===== src/include/wut_regs.vh =====
// Purpose: register map, field positions and timing counts of the wake-up timer
// Assumes: 8-bit register data on a plain strobe port, 100 MHz system clock
// Notes:   all registers reset to zero
`ifndef WUT_REGS_VH
`define WUT_REGS_VH

// register offsets
`define WUT_ADDR_W          8
`define WUT_OFS_CTRL        8'h32
`define WUT_OFS_AM_CFG      8'h33
`define WUT_OFS_AM_REF      8'h34
`define WUT_OFS_PM_CFG      8'h40
`define WUT_OFS_PM_REF      8'h41
`define WUT_OFS_IRQ_STAT    8'h42
`define WUT_OFS_IRQ_MASK    8'h43
`define WUT_OFS_AM_RES      8'h44
`define WUT_OFS_PM_RES      8'h45
`define WUT_OFS_ENABLE      8'h46

// wakeup_timer_ctrl fields
`define WUT_CTRL_RANGE      7
`define WUT_CTRL_CODE_HI    6
`define WUT_CTRL_CODE_LO    4
`define WUT_CTRL_IRQ_TO     3
`define WUT_CTRL_AM_TO      2
`define WUT_CTRL_PM_TO      1
`define WUT_CTRL_RSVD_MASK  8'hfe

// delta threshold fields of the measurement configuration registers
`define WUT_DELTA_HI        7
`define WUT_DELTA_LO        4

// interrupt status / mask bits
`define WUT_IRQ_TIMER       0
`define WUT_IRQ_AM          1
`define WUT_IRQ_PM          2
`define WUT_IRQ_W           3

// enable register
`define WUT_EN_BIT          0

// reset value of every register
`define WUT_RST_VAL         8'h00

// timing
`define WUT_CLK_PERIOD_NS   10
`define WUT_MS_TIME_NS      1000000
`define WUT_MS_CYCLES       (`WUT_MS_TIME_NS / `WUT_CLK_PERIOD_NS)
`define WUT_BASE_LONG_MS    10'h064
`define WUT_BASE_SHORT_MS   10'h00a

`endif


===== src/logic/wut_top.v =====
// Purpose: periodic wake-up timer with timed amplitude and phase measurement triggers
// Assumes: measurement engines run on sys_clk and answer each start with one done pulse
// Notes:   registers on a plain strobe port, read data one cycle after the read strobe
//
// Function
// - the base period is 100 ms when the range bit is 0 and 10 ms when it is 1.
// - the wake-up period is the base times the 3-bit timeout code plus one.
// - with the every-timeout bit set, each expiry raises the timer interrupt.
// - with the amplitude bit set, each expiry that finds the amplitude channel idle starts an amplitude measurement.
// - the amplitude interrupt fires only when a timed result differs from its reference by more than the delta.
// - with the phase bit set, each expiry that finds the phase channel idle starts a phase measurement.
// - the phase interrupt fires only when a timed result differs from its reference by more than the delta.
// - the control register sits at 32h, is read/write, resets to zero, and bit 0 is reserved.
// - the amplitude delta comes from the 4-bit threshold field of the amplitude configuration register.
//
// Our own choice: the plain strobed port.
`timescale 1ns/100ps
`include "wut_regs.vh"

module wut_top #(
    parameter MS_CYCLES = `WUT_MS_CYCLES
) (
    // clock and reset
    input  wire       sys_clk,
    input  wire       rstn,
    // register port
    input  wire [7:0] reg_addr,
    input  wire [7:0] reg_wdata,
    input  wire       reg_wr,
    input  wire       reg_rd,
    output reg  [7:0] reg_rdata,
    // amplitude measurement engine
    output reg        amp_meas_start,
    input  wire       amp_meas_done,
    input  wire [7:0] amp_meas_val,
    // phase measurement engine
    output reg        phs_meas_start,
    input  wire       phs_meas_done,
    input  wire [7:0] phs_meas_val,
    // interrupt and status
    output reg        irq,
    output reg        wakeup_expire
);

    // prescaler width holds the default count of one millisecond
    localparam             CNT_W     = 20;
    localparam             MS_W      = 10;
    localparam integer     MS_LAST_I = MS_CYCLES - 1;
    localparam [CNT_W-1:0] MS_LAST   = MS_LAST_I[CNT_W-1:0];

    // measurement channel states, one-hot
    localparam [2:0]       CH_IDLE   = 3'h1;
    localparam [2:0]       CH_START  = 3'h2;
    localparam [2:0]       CH_BUSY   = 3'h4;

    // register file
    reg  [7:0]            ctrl_r;
    reg  [7:0]            am_cfg_r;
    reg  [7:0]            am_ref_r;
    reg  [7:0]            pm_cfg_r;
    reg  [7:0]            pm_ref_r;
    reg  [`WUT_IRQ_W-1:0] irq_stat_r;
    reg  [`WUT_IRQ_W-1:0] irq_mask_r;
    reg                   enable_r;

    // timer state
    reg  [CNT_W-1:0]      cyc_cnt_r;
    reg  [MS_W-1:0]       ms_cnt_r;
    reg  [MS_W-1:0]       period_ms;
    reg  [MS_W-1:0]       base_ms;
    wire                  ms_tick;
    wire                  expire;
    wire                  restart;

    // measurement channels: index 0 amplitude, 1 phase
    wire [1:0]            ch_on;
    wire [1:0]            ch_done;
    wire [15:0]           ch_val;
    wire [15:0]           ch_ref;
    wire [7:0]            ch_delta;
    wire [1:0]            ch_start;
    wire [1:0]            ch_busy;
    wire [15:0]           ch_res;
    wire [1:0]            ch_chg;

    // interrupt logic
    wire [`WUT_IRQ_W-1:0] irq_set;
    wire [`WUT_IRQ_W-1:0] irq_clr;
    wire [`WUT_IRQ_W-1:0] irq_stat_nxt;

    // write decode, one strobe per register
    wire                  wr_ctrl;
    wire                  wr_am_cfg;
    wire                  wr_am_ref;
    wire                  wr_pm_cfg;
    wire                  wr_pm_ref;
    wire                  wr_stat;
    wire                  wr_mask;
    wire                  wr_en;

    // next values of the counters, the read port and the interrupt level
    reg  [CNT_W-1:0]      cyc_cnt_nxt;
    reg  [MS_W-1:0]       ms_cnt_nxt;
    reg  [7:0]            rdata_nxt;
    wire                  irq_nxt;

    // the strobe and the offset are decoded in the same cycle
    assign wr_ctrl   = reg_wr && (reg_addr == `WUT_OFS_CTRL);
    assign wr_am_cfg = reg_wr && (reg_addr == `WUT_OFS_AM_CFG);
    assign wr_am_ref = reg_wr && (reg_addr == `WUT_OFS_AM_REF);
    assign wr_pm_cfg = reg_wr && (reg_addr == `WUT_OFS_PM_CFG);
    assign wr_pm_ref = reg_wr && (reg_addr == `WUT_OFS_PM_REF);
    assign wr_stat   = reg_wr && (reg_addr == `WUT_OFS_IRQ_STAT);
    assign wr_mask   = reg_wr && (reg_addr == `WUT_OFS_IRQ_MASK);
    assign wr_en     = reg_wr && (reg_addr == `WUT_OFS_ENABLE);

    // control register; bit 0 is reserved and never stores
    always @(posedge sys_clk or negedge rstn) begin
        if (!rstn) begin
            ctrl_r <= `WUT_RST_VAL;
        end else if (wr_ctrl) begin
            ctrl_r <= reg_wdata & `WUT_CTRL_RSVD_MASK;
        end
    end

    // measurement thresholds and references
    always @(posedge sys_clk or negedge rstn) begin
        if (!rstn) begin
            am_cfg_r <= `WUT_RST_VAL;
            am_ref_r <= `WUT_RST_VAL;
            pm_cfg_r <= `WUT_RST_VAL;
            pm_ref_r <= `WUT_RST_VAL;
        end else begin
            if (wr_am_cfg) begin
                am_cfg_r <= reg_wdata;
            end
            if (wr_am_ref) begin
                am_ref_r <= reg_wdata;
            end
            if (wr_pm_cfg) begin
                pm_cfg_r <= reg_wdata;
            end
            if (wr_pm_ref) begin
                pm_ref_r <= reg_wdata;
            end
        end
    end

    // interrupt mask and wake-up enable; the timer idles until enabled
    always @(posedge sys_clk or negedge rstn) begin
        if (!rstn) begin
            irq_mask_r <= {`WUT_IRQ_W{1'b0}};
            enable_r   <= 1'b0;
        end else begin
            if (wr_mask) begin
                irq_mask_r <= reg_wdata[`WUT_IRQ_W-1:0];
            end
            if (wr_en) begin
                enable_r <= reg_wdata[`WUT_EN_BIT];
            end
        end
    end

    // base period and period length in milliseconds
    always @* begin
        if (ctrl_r[`WUT_CTRL_RANGE]) begin
            base_ms = `WUT_BASE_SHORT_MS;
        end else begin
            base_ms = `WUT_BASE_LONG_MS;
        end
        // base times code plus one; 800 fits in ten bits
        period_ms = base_ms * ({7'h00, ctrl_r[`WUT_CTRL_CODE_HI:`WUT_CTRL_CODE_LO]}
                    + 10'h001);
    end

    // a new setting takes effect from a fresh count, so an old partial period
    // never combines with a shorter new one into a surprise early expiry
    assign restart = wr_ctrl || wr_en || !enable_r;
    assign ms_tick = (cyc_cnt_r == MS_LAST);
    assign expire  = enable_r && ms_tick && (ms_cnt_r == period_ms - 10'h001);

    // next prescaler and period count; a restart wins over a tick
    always @* begin
        cyc_cnt_nxt = cyc_cnt_r + 20'h00001;
        ms_cnt_nxt  = ms_cnt_r;
        if (restart) begin
            cyc_cnt_nxt = {CNT_W{1'b0}};
            ms_cnt_nxt  = {MS_W{1'b0}};
        end else if (ms_tick) begin
            cyc_cnt_nxt = {CNT_W{1'b0}};
            if (expire) begin
                ms_cnt_nxt = {MS_W{1'b0}};
            end else begin
                ms_cnt_nxt = ms_cnt_r + 10'h001;
            end
        end
    end

    // millisecond prescaler and period counter
    always @(posedge sys_clk or negedge rstn) begin
        if (!rstn) begin
            cyc_cnt_r <= {CNT_W{1'b0}};
            ms_cnt_r  <= {MS_W{1'b0}};
        end else begin
            cyc_cnt_r <= cyc_cnt_nxt;
            ms_cnt_r  <= ms_cnt_nxt;
        end
    end

    // per-channel inputs packed for the generate loop
    assign ch_on    = {ctrl_r[`WUT_CTRL_PM_TO], ctrl_r[`WUT_CTRL_AM_TO]};
    assign ch_done  = {phs_meas_done, amp_meas_done};
    assign ch_val   = {phs_meas_val, amp_meas_val};
    assign ch_ref   = {pm_ref_r, am_ref_r};
    assign ch_delta = {pm_cfg_r[`WUT_DELTA_HI:`WUT_DELTA_LO],
                       am_cfg_r[`WUT_DELTA_HI:`WUT_DELTA_LO]};

    genvar gi;
    generate
        for (gi = 0; gi < 2; gi = gi + 1) begin : g_ch
            wire [7:0] val;
            wire [7:0] ref_v;
            wire [7:0] diff;
            wire       accept;
            reg  [2:0] state_r;
            reg  [2:0] state_nxt;
            reg  [7:0] res_r;

            // absolute difference, so a drop and a rise count alike
            assign val   = ch_val[gi*8 +: 8];
            assign ref_v = ch_ref[gi*8 +: 8];
            assign diff  = (val >= ref_v) ? (val - ref_v) : (ref_v - val);
            // only results of measurements this timer started are taken
            assign accept     = (state_r == CH_BUSY) && ch_done[gi];
            assign ch_chg[gi] = accept
                                && (diff > {4'h0, ch_delta[gi*4 +: 4]});
            // channel view for the outputs and the read port
            assign ch_start[gi]      = (state_r == CH_START);
            assign ch_busy[gi]       = (state_r == CH_BUSY);
            assign ch_res[gi*8 +: 8] = res_r;

            // next state; an expiry during a running measurement starts nothing
            always @* begin
                case (state_r)
                    CH_IDLE: begin
                        if (expire && ch_on[gi]) begin
                            state_nxt = CH_START;
                        end else begin
                            state_nxt = CH_IDLE;
                        end
                    end
                    // one cycle that launches the start pulse
                    CH_START: begin
                        state_nxt = CH_BUSY;
                    end
                    // a lost done pulse keeps the channel busy until reset
                    CH_BUSY: begin
                        if (ch_done[gi]) begin
                            state_nxt = CH_IDLE;
                        end else begin
                            state_nxt = CH_BUSY;
                        end
                    end
                    default: begin
                        state_nxt = CH_IDLE;
                    end
                endcase
            end

            // channel state and the last accepted result
            always @(posedge sys_clk or negedge rstn) begin
                if (!rstn) begin
                    state_r <= CH_IDLE;
                    res_r   <= 8'h00;
                end else begin
                    state_r <= state_nxt;
                    if (accept) begin
                        res_r <= val;
                    end
                end
            end
        end
    endgenerate

    // sticky status; a set in the clearing cycle wins
    assign irq_set = {ch_chg[1], ch_chg[0],
                      expire && ctrl_r[`WUT_CTRL_IRQ_TO]};
    assign irq_clr = wr_stat ? reg_wdata[`WUT_IRQ_W-1:0] : {`WUT_IRQ_W{1'b0}};
    assign irq_stat_nxt = (irq_stat_r & ~irq_clr) | irq_set;

    // the level follows the status bits of the same edge
    assign irq_nxt = |(irq_stat_nxt & irq_mask_r);

    always @(posedge sys_clk or negedge rstn) begin
        if (!rstn) begin
            irq_stat_r <= {`WUT_IRQ_W{1'b0}};
        end else begin
            irq_stat_r <= irq_stat_nxt;
        end
    end

    // outputs, all registered
    always @(posedge sys_clk or negedge rstn) begin
        if (!rstn) begin
            irq            <= 1'b0;
            wakeup_expire  <= 1'b0;
            amp_meas_start <= 1'b0;
            phs_meas_start <= 1'b0;
        end else begin
            irq            <= irq_nxt;
            wakeup_expire  <= expire;
            amp_meas_start <= ch_start[0];
            phs_meas_start <= ch_start[1];
        end
    end

    // read multiplexer; unmapped offsets read zero
    always @* begin
        case (reg_addr)
            `WUT_OFS_CTRL:     rdata_nxt = ctrl_r;
            `WUT_OFS_AM_CFG:   rdata_nxt = am_cfg_r;
            `WUT_OFS_AM_REF:   rdata_nxt = am_ref_r;
            `WUT_OFS_PM_CFG:   rdata_nxt = pm_cfg_r;
            `WUT_OFS_PM_REF:   rdata_nxt = pm_ref_r;
            `WUT_OFS_IRQ_STAT: rdata_nxt = {5'h00, irq_stat_r};
            `WUT_OFS_IRQ_MASK: rdata_nxt = {5'h00, irq_mask_r};
            `WUT_OFS_AM_RES:   rdata_nxt = ch_res[7:0];
            `WUT_OFS_PM_RES:   rdata_nxt = ch_res[15:8];
            `WUT_OFS_ENABLE:   rdata_nxt = {6'h00, ch_busy != 2'b00, enable_r};
            default:           rdata_nxt = 8'h00;
        endcase
    end

    // read data stands one cycle after the strobe and is zero otherwise
    always @(posedge sys_clk or negedge rstn) begin
        if (!rstn) begin
            reg_rdata <= 8'h00;
        end else if (reg_rd) begin
            reg_rdata <= rdata_nxt;
        end else begin
            reg_rdata <= 8'h00;
        end
    end

endmodule


===== config.mk =====
export PLATFORM = sky130hd
export DESIGN_NAME = wut_top
export DESIGN_NICKNAME = d
export VERILOG_FILES = /design/src/logic/wut_top.v
export VERILOG_INCLUDE_DIRS = /design/src /design/src/include
export SDC_FILE = /design/constraint.sdc
export NUM_CORES = 1
export LEC_CHECK = 0
export ABC_CLOCK_PERIOD_IN_PS = 5600
export BUFFER_PORTS_ARGS = -buffer_cell sky130_fd_sc_hd__buf_2
export CELL_PAD_IN_SITES_DETAIL_PLACEMENT = 0
export CELL_PAD_IN_SITES_GLOBAL_PLACEMENT = 1
export CORE_MARGIN = 3
export CORE_UTILIZATION = 37
export DETAILED_ROUTE_END_ITERATION = 8
export GPL_ROUTABILITY_DRIVEN = 1
export GPL_TIMING_DRIVEN = 0
export PLACE_DENSITY_LB_ADDON = 0.12
export SETUP_SLACK_MARGIN = 0.4
export SLEW_MARGIN = 20
export SYNTH_ARGS = -nofsm -noshare
export SYNTH_HDL_FRONTEND = slang
export SYNTH_SLANG_ARGS = --single-unit

===== constraint.sdc =====
create_clock -name sys_clk -period 5.6 [get_ports sys_clk]
set_input_delay 0.84 -clock sys_clk [delete_from_list [all_inputs] [get_ports sys_clk]]
set_output_delay 0.84 -clock sys_clk [all_outputs]
set_load 0.01 [all_outputs]

# Word-level counts from Yosys, hierarchy flattened
# Index checks and enable logic that the tools add are counted.
totals:
  inputBits: 38
  elab_cells: 94
  out_inout_bits: 12
  register_bits: 110
classes:
  addsub: 8
  eq_ne: 18
  bitwise: 4
  n_reduce_logical: 23
  muxes: 17
  mul: 1
  magnitude_cmp: 4
op_table:
  columns: ["op", "count"]
  rows:
  - ["$pmux W8 S10", 1]
  - ["$eq A8 B7 Y1 const B", 7]
  - ["$mux W20", 2]
  - ["$sub A8 B8 Y8", 4]
  - ["$mux W10", 3]
  - ["$eq A8 B6 Y1 const B", 3]
  - ["$mux W8", 3]
  - ["$add A20 B1 Y20 const B", 1]
  - ["$eq A20 B17 Y1 const B", 1]
  - ["$pmux W3 S3", 2]
  - ["$logic_and A1 B1 Y1", 17]
  - ["$ge A8 B8 Y1", 2]
  - ["$gt A8 B4 Y1", 2]
  - ["$add A10 B1 Y10 const B", 1]
  - ["$eq A10 B10 Y1", 1]
  - ["$mul A10 B4 Y10", 1]
  - ["$sub A10 B1 Y10 const B", 1]
  - ["$mux W3", 3]
  - ["$mux W7", 1]
  - ["$and A3 B3 Y3", 2]
  - ["$eq A3 B1 Y1 const B", 2]
  - ["$eq A3 B2 Y1 const B", 2]
  - ["$eq A3 B3 Y1 const B", 2]
  - ["$add A3 B1 Y4 const B", 1]
  - ["7 further kinds", 10]

# Longest topological paths before layout
# Gate-level depths: netlist (run 1).
depth:
  depth_word: 9
  ltp_mapped: 18
  depth_no_buf: 18

# Worst setup path after synthesis (run 1)
# OpenSTA, ideal clock, no wires.
synth_timing:
  path_kind: "input to register"
  from: "in amp_meas_val[0]"
  to: "reg irq"
  path_buffers: 0
  path_slack_ns: 1.483
  required_ns: 5.471
  arrival_time_ns: 3.989
  setup_ns: 0.129
  cell_stages: 17
  cell_sequence: "inv_1 -> ha_1 -> inv_1 -> fa_1 -> a21o_1 -> a2111oi_0 -> o21ai_1 -> mux2_2 -> ha_1 -> nor2b_1 -> o21a_1 -> o21a_1 -> o21a_1 -> nor4_1 -> nor3b_1 -> a211oi_1 -> o21ai_1"
synth_between:
  elab_chain_len: 7
  elab_cells_between_ends: 9
  cone_classes: "add/sub: 2; order compare: 2; mux: 1; bitwise: 2; reduce/logical: 2"
synth_rtl:
  columns: ["element", "line", "rtl"]
  rows:
  - ["start, declared", "wut_top.v:35", "input wire [7:0] amp_meas_val,"]
  - ["$sub A8 B8 Y8 or $ge A8 B8 Y1 (tied branches)", "wut_top.v:232", "assign diff = (val >= ref_v) ? (val - ref_v) : (ref_v - val);"]
  - ["$mux W8 *", "wut_top.v:232", null]
  - ["$gt A8 B4 Y1 *", "wut_top.v:236", "&& (diff > {4'h0, ch_delta[gi*4 +: 4]});"]
  - ["$logic_and A1 B1 Y1 *", "wut_top.v:236", null]
  - ["$or A3 B3 Y3 *", "wut_top.v:289", "assign irq_stat_nxt = (irq_stat_r & ~irq_clr) | irq_set;"]
  - ["$and A3 B3 Y3 *", "wut_top.v:292", "assign irq_nxt = |(irq_stat_nxt & irq_mask_r);"]
  - ["$reduce_or A3 Y1 *", "wut_top.v:292", null]
  - ["net irq_nxt", "wut_top.v:105", "wire irq_nxt;"]
  - ["end signal, assigned", "wut_top.v:310", "irq <= irq_nxt;"]
  - ["end, declared", "wut_top.v:41", "output reg irq,"]
# The timed path passes the listed nets; every way through them passes the cells marked *.
# A chain may end at the register's enable or synchronous reset.

# Worst setup path after layout (run 1)
layout_timing:
  from: "reg ctrl_r[5]"
  to: "reg ms_cnt_r[5]"
layout_between:
  elab_chain_len: 8
layout_rtl:
  columns: ["element", "line", "rtl"]
  rows:
  - ["start, declared", "wut_top.v:57", "reg [7:0] ctrl_r;"]
  - ["start signal, assigned", "wut_top.v:120", "ctrl_r <= `WUT_RST_VAL;"]
  - ["start signal, assigned", "wut_top.v:122", "ctrl_r <= reg_wdata & `WUT_CTRL_RSVD_MASK;"]
  - ["$add A3 B1 Y4", "wut_top.v:172", "period_ms = base_ms * ({7'h00, ctrl_r[`WUT_CTRL_CODE_HI:`WUT_CTRL_CODE_LO]}"]
  - ["$mul A10 B4 Y10", "wut_top.v:172", null]
  - ["$sub A10 B1 Y10", "wut_top.v:180", "assign expire = enable_r && ms_tick && (ms_cnt_r == period_ms - 10'h001);"]
  - ["$eq A10 B10 Y1", "wut_top.v:180", null]
  - ["$logic_and A1 B1 Y1", "wut_top.v:180", null]
  - ["net expire", "wut_top.v:72", "wire expire;"]
  - ["$mux W10", "wut_top.v:191", "if (expire) begin"]
  - ["$mux W10", "wut_top.v:189", "end else if (ms_tick) begin"]
  - ["$mux W10", "wut_top.v:186", "if (restart) begin"]
  - ["end signal, assigned", "wut_top.v:203", "ms_cnt_r <= {MS_W{1'b0}};"]
  - ["end signal, assigned", "wut_top.v:206", "ms_cnt_r <= ms_cnt_nxt;"]
  - ["end, declared", "wut_top.v:68", "reg [MS_W-1:0] ms_cnt_r;"]
# The timed path passes the listed nets, and every way through them passes these cells. The select of a mux whose other input is x is not followed.

==> results.md, run 1 <==
- Pwr Density: 228.4 mW/mm2
- Maximum buffer depth of the clock tree: 2
- RSZ-0062 raised after global routing: false
- Die Height: 146.5 um
- Synth async-reset ratio: 100.0%
- # rows: 50
- # fillers: roughly 1900
- Initial antenna violation count: 0
- Skew-Pair Late Insertion Delay: 0.35 ns
- Die width: about 150 um
- Worst slack, placed: 0.7257 ns
- Synthesized instance count: between 700 and 800
- Final setup fails: 0
- CTS tree: done
- Yosys reg bits: 110
- Worst Path Required: about 6 ns
- Max Slew Vio Count: 0
- Core Area: 0.01902 mm2
- Syn. warnings: 0
- CP Capture Type: flop
- Drt total wl: 18530 um
- CP peak stage delay: 0.53 ns
- Final nets: approximately 890
- Remaining antenna violation count: 0
- Area of the multi-input gates: 0.004220 mm2
- CP max FO: 9
- Leakage: 3.780 nW
- Remaining DRCs: 0
- Area growth from synthesis to layout: 12.44%
- Hold Buf Count CTS: 0
- Max-Cap Viols: 0
- Vias: between 5000 and 6000
- VDD IR-drop max: 0.0001317 V
- Period minus WS final: roughly 4.7 ns
- CTS buffer count: 9
- Mapped Area: 0.007301 mm2
- GPL Wtd Cong: 0.8014
- Commonest non-fill, non-tap cells in the layout: dfrtp_1, mux2_2, inv_1, ha_1
- Drt pass-1 iters: 5
- Status: finished clean
- Commonest non-fill, non-tap cell in the layout: dfrtp_1
- CP bufs+invs: 2
- Family with the most delay on the worst path: adder cells
- Slowest cell on crit path: dfrtp_1
- DP Cell Count: roughly 1000
- Port Buf Inserts: 48
- Clock root cell: clkbuf_16
- Post-CTS Resized: 0
- I/O pin count: 50
- Largest net degree at the start of global routing: 69
- Synth Flop Type: dfrtp_1
- Final design utilization: 43.16%
- Worst-path clk slew: ~0.07 ns
- Layout cells sized above 1: about a fifth
- CP Class: flop to flop
- Detailed Place HPWL: 14500 um
- Gr ovfl total: 0
- Syn Nets: ~830
- Total track usage: between 10% and 20%
- Clock Sink Count: 110
- Reg area: between 0.002 and 0.003 mm2
- Worst Path Arrival: 4.96 ns
- Post-synthesis average cell area: 9.960 um2
- H-tree Lvls: 3
- Global-route wire length before repair: 30660 um
- Drt wl/cell: 17.52 um
- Via density: approximately 5.3
- Fin crit share: between 80% and 90%
- Post-synthesis sequential area ratio: 37.74%
- Vias in the first global route: roughly 5700
- Hold violation total from the final report: 0
- Setup_tns: 0 ns
- Worst relative slew slack: between 30% and 40%
- Non-filler instance count after layout: 1058
- CP Cell Sequence: ha_1 -> xor2_1 -> nand2_1 -> and2_1 -> fa_1 -> fa_1 -> inv_1 -> ha_1 -> or2_2 -> a21oi_1 -> xnor3_1 -> and3_1 -> o2111ai_2 -> clkinv_2 -> nor3_4 -> o21ai_1 -> o21ai_1
- Worst min path class: input pin to async pin
- Startpoint types: flop
- Post-CTS setup buffer count: 0
- Clock Skew: around 0.0084 ns
- Fmax: around 0.21 GHz
- Iteration-0 DRC Markers: ~430
- Worst Setup Slack, final: 0.9265 ns
- # diodes: 0
- Number of synthesized flops with an enable pin: 0
- Worst-Margin Slew: 1.026 ns
- Initial Util: 38.39%
- Library cells used by synthesis: 67
- Die ar.: 0.02145 mm2
-- layout make-up --
class / count / area share (%)
buffer: 19 / 0.8840
clock buffer: 11 / 3.079
clock inverter: 5 / 0.6859
inverter: 67 / 3.079
multi-input combinational: 537 / 51.41
sequential: 110 / 33.56
tap: 260 / 3.963
timing repair buffer: 49 / 3.338
-- state kept, by name, summed over array words and instances (netlist names), 3 cells and up --
signal        cells
am_ref_r          8
irq_mask_r        3
ms_cnt_r         10
pm_cfg_r          8
g_ch.res_r       16
reg_rdata         8
ctrl_r            7
cyc_cnt_r        20
g_ch.state_r      6
g_ch.ref_v        8
am_cfg_r          8
irq_stat_r        3
-- worst reg2reg max path: stages, from the launching register on --
cell and delay (ns):
dfrtp_1 0.53, ha_1 0.23, xor2_1 0.21, nand2_1 0.12, and2_1 0.21, fa_1 0.48, fa_1 0.40, inv_1 0.07
ha_1 0.26, or2_2 0.30, a21oi_1 0.17, xnor3_1 0.23, and3_1 0.20, o2111ai_2 0.34, clkinv_2 0.23, nor3_4 0.39
o21ai_1 0.14, o21ai_1 0.09
-- per-layer routing --
metal	up-vias	share of wire (%)	wire length (um)	GRT usage [%]
met5	-	0	0	0
met4	0	1.3	240	4.704
met3	19	4.4	818	2.948
met2	112	45	8365	27.51
met1	2760	49	9110	25.32
li1	2737	-	-	-
-- logic make-up after synthesis --
logic type / Yosys count / synth area share [%]
XOR/XNOR: 43 / 5.535
AND/OR/NAND/NOR: 224 / 16.67
adder cells (fa/ha/maj): 62 / 11.65
buffers and inverters: 86 / 4.456
flip-flops: 110 / 37.74
AO/OA/AOI/OAI: 137 / 13.04
multiplexers: 71 / 10.90
-- power by group --
group / switching (mW) / internal, mW
combinational: 0.206 / 0.162
clock: 0.293 / 0.372
sequential: 0.0252 / 0.817
total: 0.525 / 1.35
-- stage by stage --
stage               instance area (um2)  power, mW  hold slack (ns)
floorplan                          7301      1.108           0.4188
finish                             8209      1.875           0.4038
global placement                   7866      1.216           0.4414
CTS                                8209      1.899           0.4236
detailed placement                 7900      1.228           0.4452
global route                       8209      1.973           0.4347
-- cell usage after synthesis (3+ instances only) --
| cell | instances | area share, % |
|---|---|---|
| clkbuf_1 | 16 | 0.82 |
| nor4_1 | 6 | 0.51 |
| o21ai_1 | 14 | 0.96 |
| or3b_2 | 3 | 0.36 |
| a311oi_1 | 3 | 0.36 |
| and2_1 | 9 | 0.77 |
| dfrtp_1 | 108 | 37 |
| o21ai_0 | 18 | 1.2 |
| mux2_2 | 68 | 10 |
| ha_1 | 52 | 8.9 |
| nor2b_1 | 11 | 0.94 |
| inv_1 | 66 | 3.4 |
| a22oi_1 | 5 | 0.51 |
| a22o_1 | 6 | 0.72 |
| or2_2 | 4 | 0.34 |
| xor2_1 | 22 | 2.6 |
| nor3b_1 | 4 | 0.41 |
| nor3_1 | 10 | 0.69 |
| or3_1 | 4 | 0.34 |
| o21a_1 | 7 | 0.72 |
| o211ai_1 | 4 | 0.41 |
| a21boi_0 | 3 | 0.31 |
| a21o_1 | 6 | 0.62 |
| a31oi_1 | 4 | 0.34 |
| nand2b_1 | 9 | 0.77 |
| xnor2_1 | 19 | 2.3 |
| nand4_1 | 7 | 0.60 |
| nand3b_1 | 9 | 0.93 |
| mux2i_1 | 3 | 0.41 |
| nor2_1 | 48 | 2.5 |
| and3_1 | 12 | 1.0 |
| fa_1 | 10 | 2.7 |
| nand2_1 | 43 | 2.2 |
| a222oi_1 | 12 | 1.6 |
| nand3_1 | 32 | 2.2 |
| a21oi_1 | 33 | 2.3 |
-- final timing paths --
path,cells after the start,to,slack (ns),startpoint
max,17,ms_cnt_r[5],0.93,ctrl_r[5]
min,1,irq,0.40,rstn
max reg2reg,17,ms_cnt_r[5],0.93,ctrl_r[5]
min reg2reg,1,phs_meas_start,0.46,g_ch[1].state_r[2]
max in group asynchronous,2,am_ref_r[5],4.53,rstn
min in group sys_clk,1,phs_meas_start,0.46,g_ch[1].state_r[2]
(Power assumes the default switching activity.)
==> inputs of run 2 (changes only) <==
ABC_AREA = 1   (was unset)
ABC_CLOCK_PERIOD_IN_PS = 4800   (was 5600)
clock period = 4.8 ns   (was 5.6 ns; I/O delays follow)
==> run 2 against run 1 <==
Sequential power up 15%. Largest power group unchanged. Combinational power rose by 30%. Global-route usage rose by 2.6 points. Highest routed layer unchanged. Fmax grew 16%. Sequential share of layout area fell by 1.8 points. Final cell count rose by 33%. Clock-buffer cell count shrank 1. Non-clock buffer count fell by 4.
==> results.md, run 2 <==
- Status: finished clean
- Iteration-0 DRC Markers: 339 (-20%)
- Final design utilization: 42.62% (-0.54 points)
- Pwr Density: 266.3 mW/mm2 (+17%)
- Top cells by area, synth: dfrtp_1, nand2_1, inv_1, ha_1, o21ai_0
- Worst slack, placed: 0.6931 ns (-0.03263 ns)
- Max Slew Vio Count: 0 (unchanged)
- R2R Setup Slk: 0.79 ns (-0.14 ns)
- Startpoint types: flop
- Drt total wl: 21840 um (+18%)
- Via density: 4.839 (-9.0%)
- Die width: 150.5 um (+2.7%)
- Post-CTS setup buffer count: 0 (unchanged)
- Synth top area share: 35.00% (-2.0 points)
- Non-filler instance count after layout: 1405 (+33%)
- Mapped Area: 0.007721 mm2 (+5.8%)
- Post-synthesis mux area share: 0% (-11 points)
- Critical R2R Launch: ctrl_r[4]
- Library cells used by synthesis: 49 (-27%)
- Commonest non-fill, non-tap cells in the layout: nand2_1, inv_1, dfrtp_1, o21ai_0, nor2_1
- Worst Path Required: 5.03 ns (-0.85 ns)
- Worst relative slew slack: 57.74% (+27 points)
- Leakage: 4.343 nW (+15%)
- Yosys top cell by area: dfrtp_1
- Max reg flops: 20 (unchanged)
- # rows: 52 (+4.0%)
- Worst-case reg-to-reg path depth: 24 (+7)
- Worst-Margin Slew: 0.6340 ns (-0.3924 ns)
- Top-count cell post-synth: nand2_1
- Post-synthesis average cell area: 7.216 um2 (-28%)
- Synth async-reset ratio: 100.0% (unchanged)
- Global-route wire length before repair: 35580 um (+16%)
- Period minus WS final: 4.013 ns (-0.6606 ns)
- Slowest cell on crit path: fa_1
- Maximum buffer depth of the clock tree: 2 (unchanged)
- Synthesized instance count: 1070 (+46%)
- Detailed Place HPWL: 17450 um (+20%)
- XOR/XNOR share of the synthesized area: 2.836% (-2.7 points)
- Area growth from synthesis to layout: 12.41% (about the same)
- Hold violation total from the final report: 0 (unchanged)
- RSZ-0062 raised after global routing: false
- CTS buffer count: 9 (unchanged)
- Worst min path class: input pin to async pin
- Port Buf Inserts: 48 (unchanged)
- Drt wl/cell: 15.55 um (-11%)
- CP max FO: 10 (+1)
- Complex-gate fraction of the synthesized area: 11.62% (-1.4 points)
- Placed cell area: 0.008333 mm2 (+5.5%)
- Family with the most delay on the worst path: adder cells
- Vias in the first global route: 6568 (+15%)
- FF-to-FF End: ms_cnt_r[6]
- Remaining antenna violation count: 0 (unchanged)
- Commonest non-fill, non-tap cell in the layout: nand2_1
- # fillers: 2172 (+13%)
- Simple-Gate Fraction of Synth Area: 28.02% (+11 points)
- Worst-path clk slew: 0.08 ns (about the same)
- CP Class: flop to flop
- GPL Wtd Cong: 0.8163 (+1.9%)
- Final instance area: 0.008680 mm2 (+5.7%)
- I/O pin count: 50 (unchanged)
- Syn Nets: 1170 (+40%)
- H-tree Lvls: 3 (unchanged)
- Initial Util: 37.91% (-0.47 points)
- CTS tree: done
- Fin crit share: 83.60% (+0.15 points)
- Max-Cap Viols: 0 (unchanged)
- Largest family of logic cells by synthesized area: simple AND/OR/NAND/NOR gates
- VDD IR-drop max: 0.0001398 V (+6.2%)
- Die Height: 150.5 um (+2.7%)
- Largest net degree at the start of global routing: 63 (-8.7%)
- Core Area: 0.02036 mm2 (+7.1%)
- Total track usage: 20.24% (+2.6 points)
- CP bufs+invs: 4 (+2)
- Total power: 2.311 mW (+23%)
- Clock root cell: clkbuf_16
- Clock Sink Count: 110 (unchanged)
- Post-synthesis adder-cell area fraction: 11.02% (-0.63 points)
- Drt pass-1 iters: 5 (unchanged)
- Fmax: 0.2492 GHz (+16%)
- Layout cells sized above 1: 9.956% (-9.2 points)
- Final nets: 1230 (+38%)
- Top cell by count, worst path: nand2_1
- Vias: 6799 (+21%)
- Worst Setup Slack, final: 0.7871 ns (-0.1394 ns)
- CP peak stage delay: 0.51 ns (-0.02 ns)
- Post-synth top cells: nand2_1, inv_1, dfrtp_1, o21ai_0, nor2_1
- CP Cell Sequence: ha_1 -> inv_1 -> nand2_1 -> and2_4 -> inv_1 -> nor2_1 -> a21oi_1 -> fa_1 -> fa_1 -> inv_1 -> ha_1 -> nand2_1 -> nand2_1 -> nor2_1 -> nand2_1 -> nand2_1 -> nand2_1 -> nand2_1 -> nand3_1 -> nor2_2 -> nand3_2 -> buf_6 -> nand4_1 -> o21ai_0
- Post-synthesis sequential area ratio: 35.68% (-2.1 points)
- Setup_tns: 0 ns (unchanged)
- Largest regs: cyc_cnt_r: 20 flops, g_ch.res_r: 16 flops, ms_cnt_r: 10 flops
- # diodes: 0 (unchanged)
- Remaining DRCs: 0 (unchanged)
- WHS: 0.3481 ns (-0.05575 ns)
- Syn. warnings: 0 (unchanged)
- DP Cell Count: 1389 (+33%)
- Skew-Pair Late Insertion Delay: 0.36 ns (about the same)
- Final setup fails: 0 (unchanged)
- Clock Skew: 0.01088 ns (+0.002478 ns)
- Hold Buf Count CTS: 0 (unchanged)
- Die ar.: 0.02264 mm2 (+5.5%)
- Initial antenna violation count: 0 (unchanged)
- Worst Path Arrival: 4.24 ns (-0.72 ns)
- Most flop-heavy register: cyc_cnt_r
- CP Capture Type: flop
- Gr ovfl total: 0 (unchanged)
- Synth Flop Type: dfrtp_1
- Yosys reg bits: 110 (unchanged)
- Number of synthesized flops with an enable pin: 0 (unchanged)
## run 2: changes by cell type after synthesis, moves of 9 or more
cell      previous run  this run
a222oi_1            12         0
nand4_1              7        25
mux2_2              68         0
and3_1              12         0
o21ai_0             18        98
nand2_1             43       300
inv_2                0         9
nor2b_1             11         0
nor2_1              48        66
o21ai_1             14         1
xnor2_1             19         7
clkbuf_1            16         7
inv_1               66       189
nand3_1             32        55
## run 2: worst max path at each step
stage | end | start | cells past startpoint
global placement | irq | phs_meas_val[0] | 23
finish | ms_cnt_r[6] | ctrl_r[4] | 24
floorplan | ms_cnt_r[6] | ctrl_r[4] | 24
CTS | ms_cnt_r[6] | ctrl_r[4] | 15
detailed placement | irq | phs_meas_val[0] | 23
global route | ms_cnt_r[2] | ctrl_r[5] | 21
## run 2: where the power goes
group | switching (mW) | internal (mW)
Sequential | 0.0213 | 0.946
Combinational | 0.306 | 0.172
Clock | 0.354 | 0.511
## run 2: timing repair
action,4_1_cts,5_1_grt
resized for setup,0,1
endpoints found under the hold margin,0,0
setup endpoints to repair,0,12
## run 2: cells by family after synthesis
family,after synthesis
fa+ha+maj,62
simple gates,496
flops,110
buf+inv,214
xor+xnor,25
compound gates,163
## run 2: layer usage
layer	global-route usage, %	wire length [um]
met1	30.17	11220
met2	31.44	9658
met3	2.559	665
met4	4.437	297
met5	0	0
## run 2: worst reg2reg max path, stage by stage, from the launching register on
cell	delay (ns)
dfrtp_1	0.47
ha_1	0.25
inv_1	0.05
nand2_1	0.04
and2_4	0.14
inv_1	0.06
nor2_1	0.06
a21oi_1	0.23
fa_1	0.48
fa_1	0.51
inv_1	0.04
ha_1	0.33
nand2_1	0.09
nand2_1	0.07
nor2_1	0.10
nand2_1	0.07
nand2_1	0.05
nand2_1	0.04
nand2_1	0.08
nand3_1	0.09
nor2_2	0.16
nand3_2	0.12
buf_6	0.18
nand4_1	0.08
o21ai_0	0.08
## run 2: area by class of cell
type | count | area [um2] | area share [%]
Multi-Input combinational cell | 746 | 4136 | 47.66
Sequential cell | 110 | 2755 | 31.74
Inverter | 199 | 749.5 | 8.635
Tap cell | 270 | 337.8 | 3.892
Timing Repair Buffer | 49 | 274.0 | 3.157
Clock buffer | 10 | 229.0 | 2.638
Clock inverter | 6 | 111.4 | 1.283
Buffer | 15 | 86.33 | 0.9947
==> inputs of run 3 (changes only) <==
ABC_CLOCK_PERIOD_IN_PS = 4100   (was 4800)
clock period = 4.1 ns   (was 4.8 ns; I/O delays follow)
==> run 3 against run 2 <==
Global-route usage is 0.25 points higher. Utilization is 1.4 points higher. Fmax grew 8.5%. Critical endpoint is now g_ch[1].state_r[0]. Wire length up 1.5%. Largest cell class unchanged. Combinational power increased by 32%. Final cell count increased by 0.57%. Die area is the same.
==> results.md, run 3 (synthesis results as in run 2) <==
- DR top layer: met4
- Share of power burned in the clock network: 36.5% (-0.9 points)
- Via density: 4.870 (+0.63%)
- CP peak stage delay: 0.53 ns (+0.02 ns)
- H-tree Lvls: 3 (unchanged)
- Startpoint types: flop
- Worst Setup Slack, final: 0.4002 ns (-0.3869 ns)
- Die Height: 150.5 um (unchanged)
- Clock root cell: clkbuf_16
- Global-route wire length before repair: 35970 um (+1.1%)
- Drt pass-1 iters: 5 (unchanged)
- Hold violation total from the final report: 0 (unchanged)
- Worst Path Arrival: 3.98 ns (-0.26 ns)
- Worst min path class: input pin to async pin
- Worst slack, placed: 0.03016 ns (-0.6629 ns)
- Max Slew Vio Count: 0 (unchanged)
- Layout cells sized above 1: 13.47% (+3.5 points)
- Status: finished clean
- Port Buf Inserts: 48 (unchanged)
- Final setup fails: 0 (unchanged)
- Initial antenna violation count: 0 (unchanged)
- Final instance area: 0.008964 mm2 (+3.3%)
- Slowest cell on crit path: fa_1
- Vias in the first global route: 6669 (+1.5%)
- Routed wl met2: 9939 um (+2.9%)
- Commonest non-fill, non-tap cell in the layout: nand2_1
- Max reg flops: 20 (unchanged)
- CTS tree: done
- Combinational fraction of design power: 22.7% (+2.0 points)
- Clock Skew: 0.01071 ns (-0.0001699 ns)
- Total track usage: 20.49% (+0.25 points)
- # rows: 52 (unchanged)
- Placed cell area: 0.008333 mm2 (unchanged)
- RSZ-0062 raised after global routing: true
- Pwr Density: 309.5 mW/mm2 (+16%)
- Area growth from synthesis to layout: 16.09%
- Max-Cap Viols: 0 (unchanged)
- Gr ovfl total: 0 (unchanged)
- P_sw: 0.8313 mW (+22%)
- DP Cell Count: 1389 (unchanged)
- Sequential Power Share: 40.8% (-1.1 points)
- CTS buffer count: 9 (unchanged)
- Period minus WS final: 3.700 ns (-0.3131 ns)
- Commonest non-fill, non-tap cells in the layout: nand2_1, inv_1, dfrtp_1, o21ai_0, nor2_1
- CP max FO: 5 (-5)
- Critical R2R Launch: ctrl_r[4]
- Skew-Pair Late Insertion Delay: 0.36 ns (about the same)
- Detailed Place HPWL: 17450 um (unchanged)
- FF-to-FF End: g_ch[1].state_r[0]
- Internal power: 1.943 mW (+19%)
- Clock Sink Count: 110 (unchanged)
- GPL Wtd Cong: 0.8163 (unchanged)
- Worst-path clk slew: 0.08 ns (about the same)
- Worst-Margin Slew: 0.6337 ns (-0.0002398 ns)
- Met3 wire length: 789 um (+19%)
- Final design utilization: 44.02% (+1.4 points)
- I/O pin count: 50 (unchanged)
- Remaining DRCs: 0 (unchanged)
- Core Area: 0.02036 mm2 (unchanged)
- Worst relative slew slack: 57.75% (about the same)
- Die width: 150.5 um (unchanged)
- Remaining antenna violation count: 0 (unchanged)
- R2R Setup Slk: 0.40 ns (-0.39 ns)
- Maximum buffer depth of the clock tree: 2 (unchanged)
- Fmax: 0.2703 GHz (+8.5%)
- CP Class: flop to flop
- Vias: 6881 (+1.2%)
- Drt wl/cell: 15.69 um (+0.94%)
- Worst Path Required: 4.38 ns (-0.65 ns)
- Fin crit share: 90.24% (+6.6 points)
- VDD IR-drop max: 0.0001645 V (+18%)
- M1 WL: 11140 um (-0.71%)
- Non-filler instance count after layout: 1413 (+0.57%)
- # diodes: 0 (unchanged)
- Leakage: 4.430 nW (+2.0%)
- CP Capture Type: flop
- Drt total wl: 22170 um (+1.5%)
- Worst-case reg-to-reg path depth: 25 (+4.2%)
- Setup_tns: 0 ns (unchanged)
- Most flop-heavy register: cyc_cnt_r
- Die ar.: 0.02264 mm2 (unchanged)
- CP bufs+invs: 5 (+1)
- Iteration-0 DRC Markers: 365 (+7.7%)
- Largest regs: cyc_cnt_r: 20 flops, g_ch.res_r: 16 flops, ms_cnt_r: 10 flops
- Family with the most delay on the worst path: adder cells
- Initial Util: 37.91% (unchanged)
- Final nets: 1238 (+0.65%)
- Largest net degree at the start of global routing: 63 (unchanged)
- Sw frac: 29.96% (+0.46 points)
[run 3: changes by cell type in the layout (fill, tap and decap cells not counted), sizes merged]
cell	previous run	this run
buf	56	64
[run 3: layout make-up]
cell class / instances / area (um2)
Buffer: 15 / 90.09
Clock buffer: 10 / 229.0
Clock inverter: 6 / 111.4
Fill cell: 2140 / 11400
Inverter: 199 / 752.0
Multi-Input combinational cell: 746 / 4324
Sequential cell: 110 / 2758
Tap cell: 270 / 337.8
Timing Repair Buffer: 57 / 361.6
[run 3: through the flow]
stage	hold slack, ns	total power, mW
4_1_cts	0.2705	2.765
5_1_grt	0.2850	2.940
2_1_floorplan	0.3194	1.542
6_report	0.2447	2.775
3_5_place_dp	0.4442	1.720
3_3_place_gp	0.4414	1.718
[run 3: how the worst max path moves through the flow]
stage	to	from	slack (ns)	cells after the start
after global routing	ms_cnt_r[2]	ctrl_r[4]	0.21	25
after global placement	ms_cnt_r[6]	ctrl_r[4]	-0.01	15
after floorplan	ms_cnt_r[6]	ctrl_r[4]	0.53	24
after CTS	g_ch[1].state_r[0]	ctrl_r[4]	0.40	25
after detailed placement	ms_cnt_r[7]	ctrl_r[4]	0.03	15
final	g_ch[1].state_r[0]	ctrl_r[4]	0.40	25
[run 3: routing by layer]
| layer | vias up | track usage [%] |
|---|---|---|
| met5 | - | 0 |
| met4 | 0 | 4.529 |
| met3 | 20 | 2.559 |
| met2 | 131 | 32.14 |
| met1 | 3195 | 30.29 |
| li1 | 3535 | - |
[run 3: worst register-to-register path, delay by kind of cell, from the launching register on]
| family | cells | cell delay [ns] |
|---|---|---|
| AND/OR/NAND/NOR | 14 | 1.07 |
| adder cells (fa/ha/maj) | 4 | 1.42 |
| buffers and inverters | 5 | 0.42 |
| flip-flops | 1 | 0.46 |
| AO/OA/AOI/OAI | 2 | 0.26 |
[run 3: repair_timing]
action                     4_1_cts  5_1_grt
cloned                           1        0
setup endpoints to repair       16       17
pin swaps                       14       17
gates resized for setup         28       27
buffers inserted                 7        0
hold buffers                     0        0
[run 3: power by group through the flow]
stage / sequential [mW] / clock (mW) / combinational [mW]
floorplan: 1.14 / 0 / 0.398
global placement: 1.15 / 0 / 0.565
detailed placement: 1.15 / 0 / 0.566
CTS: 1.13 / 1.03 / 0.599
global route: 1.14 / 1.08 / 0.726
finish: 1.13 / 1.01 / 0.629
